--- src/mrv_defines.vh ---
/*
 Constants shared by the request validator: exception codes, function codes,
 address windows, limits, timing counts and the Modbus frame layout.
 Assumes a 25 MHz clock and inclusion by bare name.
*/
`ifndef MRV_DEFINES_VH
`define MRV_DEFINES_VH

// ----------------------------------------
// Exception codes
// ----------------------------------------
`define MRV_EXC_NONE 8'h00
`define MRV_EXC_FUNC 8'h01
`define MRV_EXC_ADDR 8'h02
`define MRV_EXC_VALUE 8'h03
`define MRV_EXC_PATH 8'h0A
`define MRV_EXC_TARGET 8'h0B
`define MRV_EXC_FLAG 8'h80

// ----------------------------------------
// Function codes accepted
// ----------------------------------------
`define MRV_FC_READ_HOLD 8'h03
`define MRV_FC_READ_INPUT 8'h04
`define MRV_FC_WRITE_SINGLE 8'h06
`define MRV_FC_WRITE_MULTI 8'h10
`define MRV_FC_DEVICE_ID 8'h2B

// ----------------------------------------
// Register windows (one-based register numbers)
// ----------------------------------------
`define MRV_HOLD_LO 16'h9C41
`define MRV_HOLD_HI 16'hC15C
`define MRV_ANALOG_LO 16'h7531
`define MRV_ANALOG_HI 16'h7D00
`define MRV_INPUT_LO 16'h88B8
`define MRV_INPUT_HI 16'h8A6C
`define MRV_GWINFO_LO 16'h891C
`define MRV_GWINFO_HI 16'h8AAC

// ----------------------------------------
// Limits and frame layout
// ----------------------------------------
`define MRV_MAX_REGS 16'h0064
`define MRV_MAX_ANALOG 16'h000A
`define MRV_PROTO_ID 16'h0000
`define MRV_EXC_LEN 16'h0003
`define MRV_TIMEOUT_MS 32'h000003E8
`define MRV_CLK_KHZ 32'h000061A8
`define MRV_TIMEOUT_CYC (`MRV_TIMEOUT_MS * `MRV_CLK_KHZ)

`endif

--- src/mrv_range_check.v ---
/*
 Classifies a requested register span against the fire panel address windows.
 Purely combinational; the caller registers the results.
*/
`timescale 1ns/1ns
`include "mrv_defines.vh"
module mrv_range_check
(
   input wire [15:0] start_in,  // First register number
   input wire [15:0] count_in,  // Number of registers
   input wire is_input_in,      // Input-register read
   input wire is_gateway_in,    // Target unit is the gateway
   output reg legal_out,        // Span inside a supported window
   output reg analog_out        // Span inside the analog window
);

   reg [16:0] last;

   function in_win;
      input [16:0] lo_a;
      input [16:0] hi_a;
      input [16:0] a;
      input [16:0] b;
      begin
         in_win = (a >= lo_a) && (b <= hi_a);
      end
   endfunction

   always @*
   begin
      last = {1'b0, start_in} + {1'b0, count_in} - 17'h00001;
      analog_out = is_input_in &&
         in_win({1'b0, `MRV_ANALOG_LO}, {1'b0, `MRV_ANALOG_HI}, {1'b0, start_in}, last);
      if (is_input_in)
      begin
         // Gateway info window belongs to the gateway unit only
         legal_out = analog_out ||
            (!is_gateway_in && in_win({1'b0, `MRV_INPUT_LO}, {1'b0, `MRV_INPUT_HI},
               {1'b0, start_in}, last)) ||
            (is_gateway_in && in_win({1'b0, `MRV_GWINFO_LO}, {1'b0, `MRV_GWINFO_HI},
               {1'b0, start_in}, last));
      end
      else
      begin
         legal_out = in_win({1'b0, `MRV_HOLD_LO}, {1'b0, `MRV_HOLD_HI},
            {1'b0, start_in}, last);
      end
   end

endmodule // mrv_range_check

--- src/mrv_analog_cache.v ---
/*
 Tracks the single analog group being refreshed from the panel network.
 A read of a new group, or of the same group after the timeout, is an
 initialization read. Assumes one request at a time.
*/
`timescale 1ns/1ns
`include "mrv_defines.vh"
module mrv_analog_cache
#(
   parameter TIMEOUT_CYC = `MRV_TIMEOUT_CYC
)
(
   input wire clk_in,          // Clock
   input wire rst_in,          // Synchronous reset
   input wire ce_in,           // Clock enable
   input wire read_in,         // Accepted analog read pulse
   input wire [15:0] start_in, // Group start
   input wire [15:0] count_in, // Group size
   output reg init_out,        // Read now offered is an initialization
   output reg active_out       // Refresh routine running
);

   reg [31:0] timer;
   reg [15:0] grp_start;
   reg [15:0] grp_count;
   wire same;

   assign same = active_out && grp_start == start_in && grp_count == count_in;

   // Decided in the cycle of the read, so the reply of that very read knows
   // whether a different or expired group is being replaced
   always @*
   begin
      init_out = !same;
   end

   always @(posedge clk_in)
   begin
      if (rst_in)
      begin
         timer <= 32'h00000000;
         grp_start <= 16'h0000;
         grp_count <= 16'h0000;
         active_out <= 1'b0;
      end
      else if (ce_in)
      begin
         if (read_in)
         begin
            // Each read restarts the refresh window
            timer <= TIMEOUT_CYC;
            grp_start <= start_in;
            grp_count <= count_in;
            active_out <= 1'b1;
         end
         else if (active_out)
         begin
            if (timer == 32'h00000001)
            begin
               active_out <= 1'b0;
            end
            timer <= timer - 32'h00000001;
         end
      end
   end

endmodule // mrv_analog_cache

--- src/mrv_request_validator.v ---
/*
 Modbus/TCP request validator. Takes a parsed request, checks it and either
 passes it on to the panel side or builds an exception reply header.
 Assumes the request fields are stable while req_valid_in is high and that
 the client sends one request at a time.
*/
`timescale 1ns/1ns
`include "mrv_defines.vh"
module mrv_request_validator
#(
   parameter TIMEOUT_CYC = `MRV_TIMEOUT_CYC
)
(
   input wire clk_in,               // 25 MHz clock
   input wire rst_in,               // Synchronous reset, high
   input wire ce_in,                // Clock enable
   input wire req_valid_in,         // Request pulse
   input wire [15:0] trans_id_in,   // Transaction identifier
   input wire [15:0] proto_id_in,   // Protocol identifier
   input wire [7:0] unit_id_in,     // Unit identifier
   input wire [7:0] func_in,        // Function code
   input wire [15:0] start_in,      // First register number
   input wire [15:0] count_in,      // Register count
   input wire write_ok_in,          // Write data valid for target
   input wire [7:0] gw_unit_in,     // Gateway unit identifier
   input wire unit_cfg_in,          // Unit configured for monitoring
   input wire panel_online_in,      // Addressed panel online
   input wire net_ok_in,            // Panel network healthy
   input wire func_ok_in,           // Panel supports function
   input wire present_in,           // All mapped points present
   input wire all_analog_in,        // All points are current-loop modules
   input wire threshold_in,         // Module crossed first threshold
   input wire [15:0] panel_value_in, // Value from panel
   output reg fwd_valid_out,        // Pass request to panel side
   output reg exc_valid_out,        // Exception reply ready
   output reg [15:0] exc_trans_out, // Echoed transaction id
   output reg [15:0] exc_proto_out, // Protocol id of reply
   output reg [15:0] exc_len_out,   // Length field
   output reg [7:0] exc_unit_out,   // Echoed unit id
   output reg [7:0] exc_func_out,   // Function with top bit set
   output reg [7:0] exc_code_out,   // Exception code
   output reg zero_fill_out,        // Analog reply returns zeros
   output reg [15:0] value_out,     // Analog value to report
   output reg refresh_out           // Analog refresh routine running
);

   // Refusal causes, listed in the order in which they win
   localparam CS_PROTO = 0;
   localparam CS_UNIT = 1;
   localparam CS_FUNC = 2;
   localparam CS_GW_CMD = 3;
   localparam CS_OFFLINE = 4;
   localparam CS_PANEL_FUNC = 5;
   localparam CS_MANY = 6;
   localparam CS_SPAN = 7;
   localparam CS_MIXED = 8;
   localparam CS_ANALOG_MANY = 9;
   localparam CS_ABSENT = 10;
   localparam CS_DATA = 11;
   localparam CS_COUNT = 12;

   reg [7:0] next_code;
   reg [CS_COUNT-1:0] cause;
   wire [CS_COUNT-1:0] first;
   wire [8*CS_COUNT-1:0] first_code;
   wire is_gw;
   wire is_input;
   wire legal;
   wire analog;
   wire init_rd;
   wire active;
   wire analog_rd;
   integer k;

   // ----------------------------------------
   // Function code decoding
   // ----------------------------------------
   function fc_is_read;
      input [7:0] fc;
      begin
         fc_is_read = (fc == `MRV_FC_READ_HOLD) || (fc == `MRV_FC_READ_INPUT);
      end
   endfunction

   function fc_is_input;
      input [7:0] fc;
      begin
         fc_is_input = fc == `MRV_FC_READ_INPUT;
      end
   endfunction

   function fc_is_write;
      input [7:0] fc;
      begin
         fc_is_write = (fc == `MRV_FC_WRITE_SINGLE) || (fc == `MRV_FC_WRITE_MULTI);
      end
   endfunction

   function fc_is_ident;
      input [7:0] fc;
      begin
         fc_is_ident = fc == `MRV_FC_DEVICE_ID;
      end
   endfunction

   // Anything outside this set is refused before any panel is asked
   function fc_known;
      input [7:0] fc;
      begin
         fc_known = fc_is_read(fc) || fc_is_write(fc) || fc_is_ident(fc);
      end
   endfunction

   // Exception code reported for each refusal cause
   function [7:0] cause_code;
      input integer idx;
      begin
         case (idx)
            CS_PROTO: cause_code = `MRV_EXC_FUNC;
            CS_UNIT: cause_code = `MRV_EXC_PATH;
            CS_FUNC: cause_code = `MRV_EXC_FUNC;
            CS_GW_CMD: cause_code = `MRV_EXC_FUNC;
            CS_OFFLINE: cause_code = `MRV_EXC_TARGET;
            CS_PANEL_FUNC: cause_code = `MRV_EXC_FUNC;
            CS_MANY: cause_code = `MRV_EXC_VALUE;
            CS_SPAN: cause_code = `MRV_EXC_ADDR;
            CS_MIXED: cause_code = `MRV_EXC_ADDR;
            CS_ANALOG_MANY: cause_code = `MRV_EXC_VALUE;
            CS_ABSENT: cause_code = `MRV_EXC_ADDR;
            CS_DATA: cause_code = `MRV_EXC_VALUE;
            default: cause_code = `MRV_EXC_NONE;
         endcase
      end
   endfunction

   assign is_gw = unit_id_in == gw_unit_in;
   assign is_input = fc_is_input(func_in);

   // ----------------------------------------
   // Address window checking
   // ----------------------------------------
   mrv_range_check u_mrv_range_check
   (
      .start_in(start_in),
      .count_in(count_in),
      .is_input_in(is_input),
      .is_gateway_in(is_gw),
      .legal_out(legal),
      .analog_out(analog)
   );

   // ----------------------------------------
   // Exception priority
   // ----------------------------------------
   always @*
   begin
      cause[CS_PROTO] = proto_id_in != `MRV_PROTO_ID;
      cause[CS_UNIT] = !is_gw && !unit_cfg_in;
      cause[CS_FUNC] = !fc_known(func_in);
      cause[CS_GW_CMD] = is_gw && fc_is_write(func_in);
      cause[CS_OFFLINE] = !is_gw && (!panel_online_in || !net_ok_in);
      cause[CS_PANEL_FUNC] = !is_gw && !func_ok_in;
      cause[CS_MANY] = fc_is_read(func_in) &&
         count_in > `MRV_MAX_REGS;
      cause[CS_SPAN] = !fc_is_ident(func_in) && !legal;
      cause[CS_MIXED] = analog && !all_analog_in;
      cause[CS_ANALOG_MANY] = analog && count_in > `MRV_MAX_ANALOG;
      cause[CS_ABSENT] = !is_gw && !fc_is_ident(func_in) && !present_in;
      cause[CS_DATA] = fc_is_write(func_in) && !write_ok_in;
   end

   // ----------------------------------------
   // Priority pick
   // ----------------------------------------
   // Only the highest ranked cause reaches the code, so a reply never
   // carries a mix of two codes
   genvar gi;
   generate
      for (gi = 0; gi < CS_COUNT; gi = gi + 1)
      begin : g_prio
         if (gi == 0)
         begin : g_top
            assign first[gi] = cause[gi];
         end
         else
         begin : g_rest
            assign first[gi] = cause[gi] && !(|cause[gi-1:0]);
         end
         assign first_code[8*gi +: 8] = first[gi] ? cause_code(gi) : `MRV_EXC_NONE;
      end
   endgenerate

   always @*
   begin
      next_code = `MRV_EXC_NONE;
      for (k = 0; k < CS_COUNT; k = k + 1)
      begin
         next_code = next_code | first_code[8*k +: 8];
      end
   end

   assign analog_rd = req_valid_in && ce_in && analog && next_code == `MRV_EXC_NONE;

   // ----------------------------------------
   // Analog refresh tracking
   // ----------------------------------------
   mrv_analog_cache #(.TIMEOUT_CYC(TIMEOUT_CYC)) u_mrv_analog_cache
   (
      .clk_in(clk_in),
      .rst_in(rst_in),
      .ce_in(ce_in),
      .read_in(analog_rd),
      .start_in(start_in),
      .count_in(count_in),
      .init_out(init_rd),
      .active_out(active)
   );

   // ----------------------------------------
   // Reply registers
   // ----------------------------------------
   // Decision is registered so every output except refresh_out is one cycle after the request;
   // this keeps the reply far inside the one-second budget.
   always @(posedge clk_in)
   begin
      if (rst_in)
      begin
         fwd_valid_out <= 1'b0;
         exc_valid_out <= 1'b0;
         refresh_out <= 1'b0;
      end
      else if (ce_in)
      begin
         refresh_out <= active;
         // Exactly one answer per taken request, never one without
         fwd_valid_out <= req_valid_in && next_code == `MRV_EXC_NONE;
         exc_valid_out <= req_valid_in && next_code != `MRV_EXC_NONE;
      end
   end

   // Header fields hold until the next refusal
   always @(posedge clk_in)
   begin
      if (rst_in)
      begin
         exc_trans_out <= 16'h0000;
         exc_proto_out <= 16'h0000;
         exc_len_out <= 16'h0000;
         exc_unit_out <= 8'h00;
         exc_func_out <= 8'h00;
         exc_code_out <= 8'h00;
      end
      else if (ce_in && req_valid_in && next_code != `MRV_EXC_NONE)
      begin
         exc_trans_out <= trans_id_in;
         exc_proto_out <= `MRV_PROTO_ID;
         exc_len_out <= `MRV_EXC_LEN;
         exc_unit_out <= unit_id_in;
         exc_func_out <= func_in | `MRV_EXC_FLAG;
         exc_code_out <= next_code;
      end
   end

   // Analog reply; value holds until the next accepted request
   always @(posedge clk_in)
   begin
      if (rst_in)
      begin
         zero_fill_out <= 1'b0;
         value_out <= 16'h0000;
      end
      else if (ce_in && req_valid_in)
      begin
         if (next_code != `MRV_EXC_NONE)
         begin
            zero_fill_out <= 1'b0;
         end
         else
         begin
            // A first read of a group cannot have data yet
            zero_fill_out <= analog &&
               (init_rd || !threshold_in);
            value_out <= (analog && threshold_in && !init_rd) ?
               panel_value_in : 16'h0000;
         end
      end
   end

endmodule // mrv_request_validator

--- config.mk ---
export PLATFORM = sky130hd
export DESIGN_NAME = mrv_request_validator
export DESIGN_NICKNAME = d
export VERILOG_FILES = /design/src/mrv_range_check.v /design/src/mrv_analog_cache.v /design/src/mrv_request_validator.v
export VERILOG_INCLUDE_DIRS = /design/src
export SDC_FILE = /design/constraint.sdc
export NUM_CORES = 1
export LEC_CHECK = 0
export BUFFER_PORTS_ARGS = -buffer_cell sky130_fd_sc_hd__buf_2
export CAP_MARGIN = 20
export CORE_ASPECT_RATIO = 0.6
export CORE_MARGIN = 10
export CORE_UTILIZATION = 23
export DETAILED_ROUTE_END_ITERATION = 12
export GPL_TIMING_DRIVEN = 1
export PLACE_DENSITY_LB_ADDON = 0.2
export SLEW_MARGIN = 40
export SYNTH_ARGS = -nofsm -noshare
export SYNTH_HDL_FRONTEND = slang
export SYNTH_SLANG_ARGS = --single-unit
--- constraint.sdc ---
create_clock -name clk_in -period 7.9 [get_ports clk_in]
set_input_delay 0.395 -clock clk_in [delete_from_list [all_inputs] [get_ports clk_in]]
set_output_delay 0.395 -clock clk_in [all_outputs]
set_load 0.005 [all_outputs]
Yosys cells after proc, flatten, opt, wreduce, memory -nomap -nowiden

Cells that the tools add are included.

Order comparisons: 10
Add/sub/neg operators: 3
Bitwise logic cells: 12
Reductions and logical operators: 89
Equal/unequal tests: 9
Multiplexer cells: 20

Operator list:

| operator                                                             | number |
|---|---|
| two-way mux 32 bit                                                   | 2 |
| <= comparator 17 x 16 -> 1 bit (second input constant)               | 3 |
| greater-or-equal comparator 16 bit (second input constant)           | 3 |
| logical AND 1 bit                                                    | 40 |
| equality test 16 bit                                                 | 2 |
| equality test 32 x 1 -> 1 bit (second input constant)                | 1 |
| subtractor 32 x 1 -> 32 bit (second input constant)                  | 1 |
| logical NOT 1 bit                                                    | 24 |
| bitwise OR 4 x 2 -> 4 bit                                            | 6 |
| adder 16 x 16 -> 17 bit                                              | 1 |
| <= comparator 17 x 15 -> 1 bit (second input constant)               | 1 |
| subtractor 17 x 1 -> 17 bit (second input constant)                  | 1 |
| equality test 8 x 3 -> 1 bit (second input constant)                 | 2 |
| greater-or-equal comparator 16 x 15 -> 1 bit (second input constant) | 1 |
| greater-than comparator 16 x 4 -> 1 bit (second input constant)      | 1 |
| greater-than comparator 16 x 7 -> 1 bit (second input constant)      | 1 |
| two-way mux 16 bit                                                   | 1 |
| nonzero test 16 bit                                                  | 1 |
| two-way mux 2 bit                                                    | 6 |
| bitwise OR 4 x 1 -> 4 bit                                            | 3 |
| OR reduction 11 bit                                                  | 1 |
| OR reduction 10 bit                                                  | 1 |
| two-way mux 1 bit                                                    | 9 |
| OR reduction 9 bit                                                   | 1 |
| 20 further kinds                                                     | 30 |

Output and inout bits: 92
Register bits: 126
Input bits: 116

Longest topological paths before layout

Depth in word-level cells: 22
Depth in mapped cells: 18

Modules after synthesis

Synthesis repeated with hierarchy kept, for this count alone.

Cells, all modules: 974
Area total of the unflattened synthesis: 7916.3 µm²

By module, submodules not included:

| module                | area an instance (µm²) | instances | cells an instance |
|---|---|---|---|
| mrv_request_validator | 3158.0                 | 1         | 347 |
| mrv_analog_cache      | 3098.0                 | 1         | 377 |
| mrv_range_check       | 1660.3                 | 1         | 250 |

Worst setup path before layout

No wires, ideal clock.

Kind: input-to-reg
Start: input port start_in[5]
End: register u_mrv_analog_cache.grp_start[10]
Data arrival time: 3.626 ns
Path slack: 4.146 ns
Path buffers: 4
Stages on the path: 18
Data required time: 7.772 ns
Path through: clkbuf_1 > inv_1 > ha_1 > inv_1 > ha_1 > buf_2 > a21oi_1 > nand2_1 > or3_1 > a2111oi_2 > a211oi_1 > o2111ai_2 > and2_4 > and4_1 > buf_4 > buf_6 > mux2i_1 > nor2_1

Word-level cells in the longest chain between the ends: 21
Elaborated cells between the ends (all ways): 51

RTL lines:

| what                                                                                    | RTL line                                   | text |
|---|---|---|
| start, declared                                                                         | mrv_request_validator.v:22                 | `input wire [15:0] start_in,` |
| adder 16 x 16 -> 17 bit                                                                 | mrv_range_check.v:31                       | `last = {1'b0, start_in} + {1'b0, count_in} - 17'h00001;` |
| subtractor 17 x 1 -> 17 bit                                                             | mrv_range_check.v:31                       |  |
| <= comparator 17 x 15 -> 1 bit / <= comparator 17 x 16 -> 1 bit (equally long branches) | mrv_range_check.v:25                       | `in_win = (a >= lo_a) && (b <= hi_a);` |
| logical AND 1 bit                                                                       | mrv_range_check.v:25                       |  |
| logical AND 1 bit, on equally long branches                                             | mrv_range_check.v:32, mrv_range_check.v:38 |  |
| logical OR 1 bit (2 in series)                                                          | mrv_range_check.v:37                       | `legal_out = analog_out \|\|` |
| two-way mux 1 bit                                                                       | mrv_range_check.v:34                       | `if (is_input_in)` |
| logical NOT 1 bit                                                                       | mrv_request_validator.v:165                | `cause[CS_SPAN] = !fc_is_ident(func_in) && !legal;` |
| logical AND 1 bit                                                                       | mrv_request_validator.v:165                |  |
| OR reduction 8 bit                                                                      | mrv_request_validator.v:187                | `assign first[gi] = cause[gi] && !(\|cause[gi-1:0]);` |
| logical NOT 1 bit                                                                       | mrv_request_validator.v:187                |  |
| logical AND 1 bit                                                                       | mrv_request_validator.v:187                |  |
| two-way mux 2 bit (no line)                                                             | n/a                                        |  |
| bitwise OR 4 x 2 -> 4 bit (4 in series)                                                 | mrv_request_validator.v:198                | `next_code = next_code \| first_code[8*k +: 8];` |
| logical NOT 8 bit (no line)                                                             | n/a                                        |  |
| logical AND 1 bit (no line) (*)                                                         | n/a                                        |  |
| AND reduction 2 bit (no line) (*)                                                       | n/a                                        |  |
| end signal, assigned                                                                    | mrv_analog_cache.v:52                      | `grp_start <= start_in;` |
| end, declared                                                                           | mrv_analog_cache.v:24                      | `reg [15:0] grp_start;` |

Mark *: on every way between the ends. The rest lies on a longest branch, timed or not.
A chain may end at the register's enable or synchronous reset.

Final worst setup path

Start: input port start_in[1]
End: register u_mrv_analog_cache.grp_count[1]

Word-level cells in the longest chain between the ends: 21
Elaborated cells between the ends (all ways): 51

RTL lines:

| what                                                                                    | RTL line                                   | text |
|---|---|---|
| adder 16 x 16 -> 17 bit                                                                 | mrv_range_check.v:31                       |  |
| subtractor 17 x 1 -> 17 bit                                                             | mrv_range_check.v:31                       |  |
| <= comparator 17 x 15 -> 1 bit / <= comparator 17 x 16 -> 1 bit (equally long branches) | mrv_range_check.v:25                       |  |
| logical AND 1 bit                                                                       | mrv_range_check.v:25                       |  |
| logical AND 1 bit, on equally long branches                                             | mrv_range_check.v:32, mrv_range_check.v:38 |  |
| logical OR 1 bit (2 in series)                                                          | mrv_range_check.v:37                       |  |
| two-way mux 1 bit                                                                       | mrv_range_check.v:34                       |  |
| logical NOT 1 bit                                                                       | mrv_request_validator.v:165                |  |
| logical AND 1 bit                                                                       | mrv_request_validator.v:165                |  |
| OR reduction 8 bit                                                                      | mrv_request_validator.v:187                |  |
| logical NOT 1 bit                                                                       | mrv_request_validator.v:187                |  |
| logical AND 1 bit                                                                       | mrv_request_validator.v:187                |  |
| two-way mux 2 bit (no line)                                                             | n/a                                        |  |
| bitwise OR 4 x 2 -> 4 bit (4 in series)                                                 | mrv_request_validator.v:198                |  |
| logical NOT 8 bit (no line)                                                             | n/a                                        |  |
| logical AND 1 bit (no line) (*)                                                         | n/a                                        |  |
| AND reduction 2 bit (no line) (*)                                                       | n/a                                        |  |
| end signal, assigned                                                                    | mrv_analog_cache.v:53                      | `grp_count <= count_in;` |
| end, declared                                                                           | mrv_analog_cache.v:25                      | `reg [15:0] grp_count;` |

Marks and branches as above.

==> flow_summary_export.csv <==
group,metric,value,unit
yosys,synthArstFlopShare,0,%
min_path,hold_class,"in -> reg",
power,power.density,182,nW/um^2
drt,vias,6813,
power,p_leak,0.00414,uW
timing,fin_tns_setup,0,ns
drt,drt_iter0_markers,391,
critical_path,worstSetupPathType,"in -> reg",
timing,period_share,53.2,%
die,dieArea,42400,sq um
final_layout,fin_cells,1559,
critical_path,required,8.18,ns
yosys,ys_seq_area_share,30.4,%
final_layout,num-fill-cells,3677,
timing,post-route-min-period,4.20,ns
cts,cts_tree,"done",
yosys,avgSynthCellArea,8.46,sq um
power,worst_ir_drop_vdd,0.000145,V
drt,wl,25700,microns
power,pwr-share-comb,18.9,%
timing,clock_skew,0.00478,ns
global_routing,grt_pass1_vias,6635,
timing,drv_slew,0,
cts,cts_resized,0,
critical_path,start_kind,"input pin",
global_routing,grt_pass1_wl,39100,microns
yosys,syn_area,7900,sq um
yosys,yosysWarnings,0,
yosys,synth_cell_types,81,
yosys,ys_ff_latch,120,
flow_run,cap_violations,0,
timing,slew_headroom,44.2,%
power,finalPower,1750,uW
cts,post_cts.repair.setup_buffers,0,
power,swShare,29.0,%
global_routing,grtUsageTotal,11.8,%
cts,clk_latency,0.42,ns
die,coreArea,33800,sq um
cts,numCtsBuffers,17,
yosys,synth-edff-count,0,
global_routing,antenna_found_initial,0,
placement,portBuffers,172,
cts,htreeDepth,4,
die,floorplan.rows,52,
final_layout,drive_gt1_share,21.8,%
cts,cts_buffer_depth,2,
yosys,synth_top_area_cell,"dfxtp_1",
drt,antenna_left,0,
global_routing,grt_overflow,0,
critical_path,end_kind,"flop",
cts,cts.sinks,120,
die,die_width,259,microns
timing,timing_hold_violations_final,0,
drt,dr.pass1.iters,4,
power,intPower,1240,uW
power,pwr-share-seq,35.4,%
power,p_sw,506,uW
drt,drcViolationCount,0,
placement,gp_congestion,0.855,
power,clkPwrFrac,45.6,%
yosys,synth_area_leaders,"dfxtp_1, mux2i_1, nand2b_1",
timing,setup_viol,0,
cts,ctsHoldBuffers,0,
timing,rsz0062_at_grt,"false",
die,die_h,164,microns
yosys,syn_inst,934,
cts,path_clk_slew,0.06,ns
drt,avgRoutedWirePerCell,16.5,microns
die,ios,208,
cts,root_buffer,"clkbuf_16",
yosys,synth_ff_type,"dfxtp_1",
critical_path,crit_arrival,4.48,ns
timing,fmaxAchievable,238,MHz
drt,viasPerCell,4.37,
placement,placedCellCount,1527,
timing,whs,0.206,ns
critical_path,worstPathMaxFanout,36,
placement,dpl.hpwl,20200,microns
status,status,"complete, no violations",
final_layout,areaGrowthSynthToFinish,21.5,%
final_layout,nNetsFinal,1237,
yosys,synth_top_area_share,30.4,%
die,start_util,23.4,%
timing,worstMarginPinSlew,0.831,ns
global_routing,grt_max_degree,82,
final_layout,antenna_cells,0,
==> worst max-delay path: stages <==
cell       delay, ns
buf_2           0.12
inv_1           0.05
ha_1            0.26
inv_1           0.04
ha_1            0.25
fa_1            0.43
a211oi_2        0.35
o31ai_2         0.19
xnor2_1         0.43
a211oi_1        0.21
o2111ai_2       0.24
and2_4          0.23
and4_4          0.61
buf_4           0.38
mux2i_1         0.22
nor2_1          0.05
==> placed cells by master (no fill, tap or decap), types with 4 or more instances in the layout <==
| master | instances |
|---|---|
| o211ai_1 | 4 |
| nand4_1 | 11 |
| xor2_1 | 42 |
| nor4_1 | 17 |
| o221ai_1 | 4 |
| xnor2_1 | 33 |
| buf_2 | 171 |
| or2_2 | 6 |
| o21ai_1 | 5 |
| a21o_1 | 9 |
| dfxtp_1 | 120 |
| nand2_1 | 60 |
| buf_4 | 5 |
| mux2i_1 | 67 |
| inv_1 | 67 |
| nor3_1 | 57 |
| o21a_1 | 5 |
| conb_1 | 35 |
| ha_1 | 33 |
| nor2_1 | 56 |
| o21ai_0 | 13 |
| clkbuf_16 | 17 |
| nor2b_1 | 6 |
| nand2b_1 | 86 |
| or3_1 | 5 |
| and2_1 | 4 |
| nand3_1 | 12 |
| nor3b_1 | 15 |
| and3_1 | 4 |
| clkbuf_8 | 4 |
| a211oi_1 | 6 |
| a21oi_1 | 38 |
| o2111ai_1 | 4 |
==> kinds of logic after synthesis <==
| kind of cell | share of synthesized area (%) |
|---|---|
| fa+ha+maj | 5.48 |
| simple gates | 24.4 |
| xor+xnor | 8.31 |
| buf+inv | 9.91 |
| flops | 30.4 |
| mux | 8.63 |
| compound gates | 12.8 |
| other cells | 0.0475 |
==> stage by stage <==
stage	util, %	area, sq um	setup slack, ns
final	28.4	9600	3.70
after global routing	28.4	9600	3.38
after detailed placement	26.6	8990	3.24
after global placement	26.6	8970	2.94
after CTS	28.4	9590	3.69
after floorplan	-	8030	4.15
==> path summary, 6_finish.rpt <==
| check | from | endpoint | slack [ns] | depth (start not counted) |
|---|---|---|---|---|
| max reg2reg | u_mrv_analog_cache.timer[2] | u_mrv_analog_cache.timer[31] | 5.09 | 10 |
| min | panel_value_in[8] | value_out[8] | 0.21 | 3 |
| min reg2reg | exc_trans_out[1] | exc_trans_out[1] | 0.47 | 2 |
| max | start_in[1] | u_mrv_analog_cache.grp_count[1] | 3.70 | 16 |
==> sequential cells by signal, indices dropped and copies added (netlist names) <==
register	flops
exc_func_out	8
zero_fill_out	1
exc_code_out	3
exc_trans_out	16
exc_valid_out	1
value_out	16
u_mrv_analog_cache.grp_count	16
fwd_valid_out	1
u_mrv_analog_cache.grp_start	16
u_mrv_analog_cache.active_out	1
refresh_out	1
exc_unit_out	8
u_mrv_analog_cache.timer	32
==> cell usage after synthesis (4+ instances only) <==
library cell and count:
clkbuf_1 24, nor3b_1 15, ha_1 33, nand2b_1 86
dfxtp_1 120, nand3_1 12, and3_1 4, nor2_1 56
o21ai_0 13, o21ai_1 5, nor2b_1 6, mux2i_1 67
or3_1 5, nand2_1 60, and2_1 4, o21a_1 5
xor2_1 42, a211oi_1 6, nand4_1 11, buf_2 7
nor4_1 18, buf_12 4, xnor2_1 33, a21oi_1 38
o221ai_1 4, o2111ai_1 4, nor3_1 57, buf_4 39
o211ai_1 4, inv_1 67, or2_2 6, a21o_1 9
==> metal layers <==
layer | vias to the layer above | track usage, % | part of all wire, %
li1 | 3467 | - | -
met1 | 3168 | 17.8 | 54
met2 | 163 | 16.0 | 40
met3 | 15 | 3.01 | 5.3
met4 | 0 | 3.23 | 0.84
met5 | - | 0 | 0
==> power groups by stage <==
stage | Clock (uW) | Combinational [uW] | Sequential, uW
final | 798 | 331 | 619
after global routing | 856 | 369 | 620
after CTS | 827 | 329 | 619
after detailed placement | 0 | 326 | 632
after global placement | 0 | 330 | 632
after floorplan | 0 | 231 | 633
==> layout make-up <==
type                       count  area, sq um  share of cell area [%]
clock inverter                10          119                    1.24
multi-input combinational    704         4870                    50.7
clock buffer                  22          484                    5.04
sequential                   120         2400                    25.0
tap                          459          574                    5.98
timing repair buffer         177          905                    9.42
inverter                      67          251                    2.62
(Power assumes the default switching activity.)
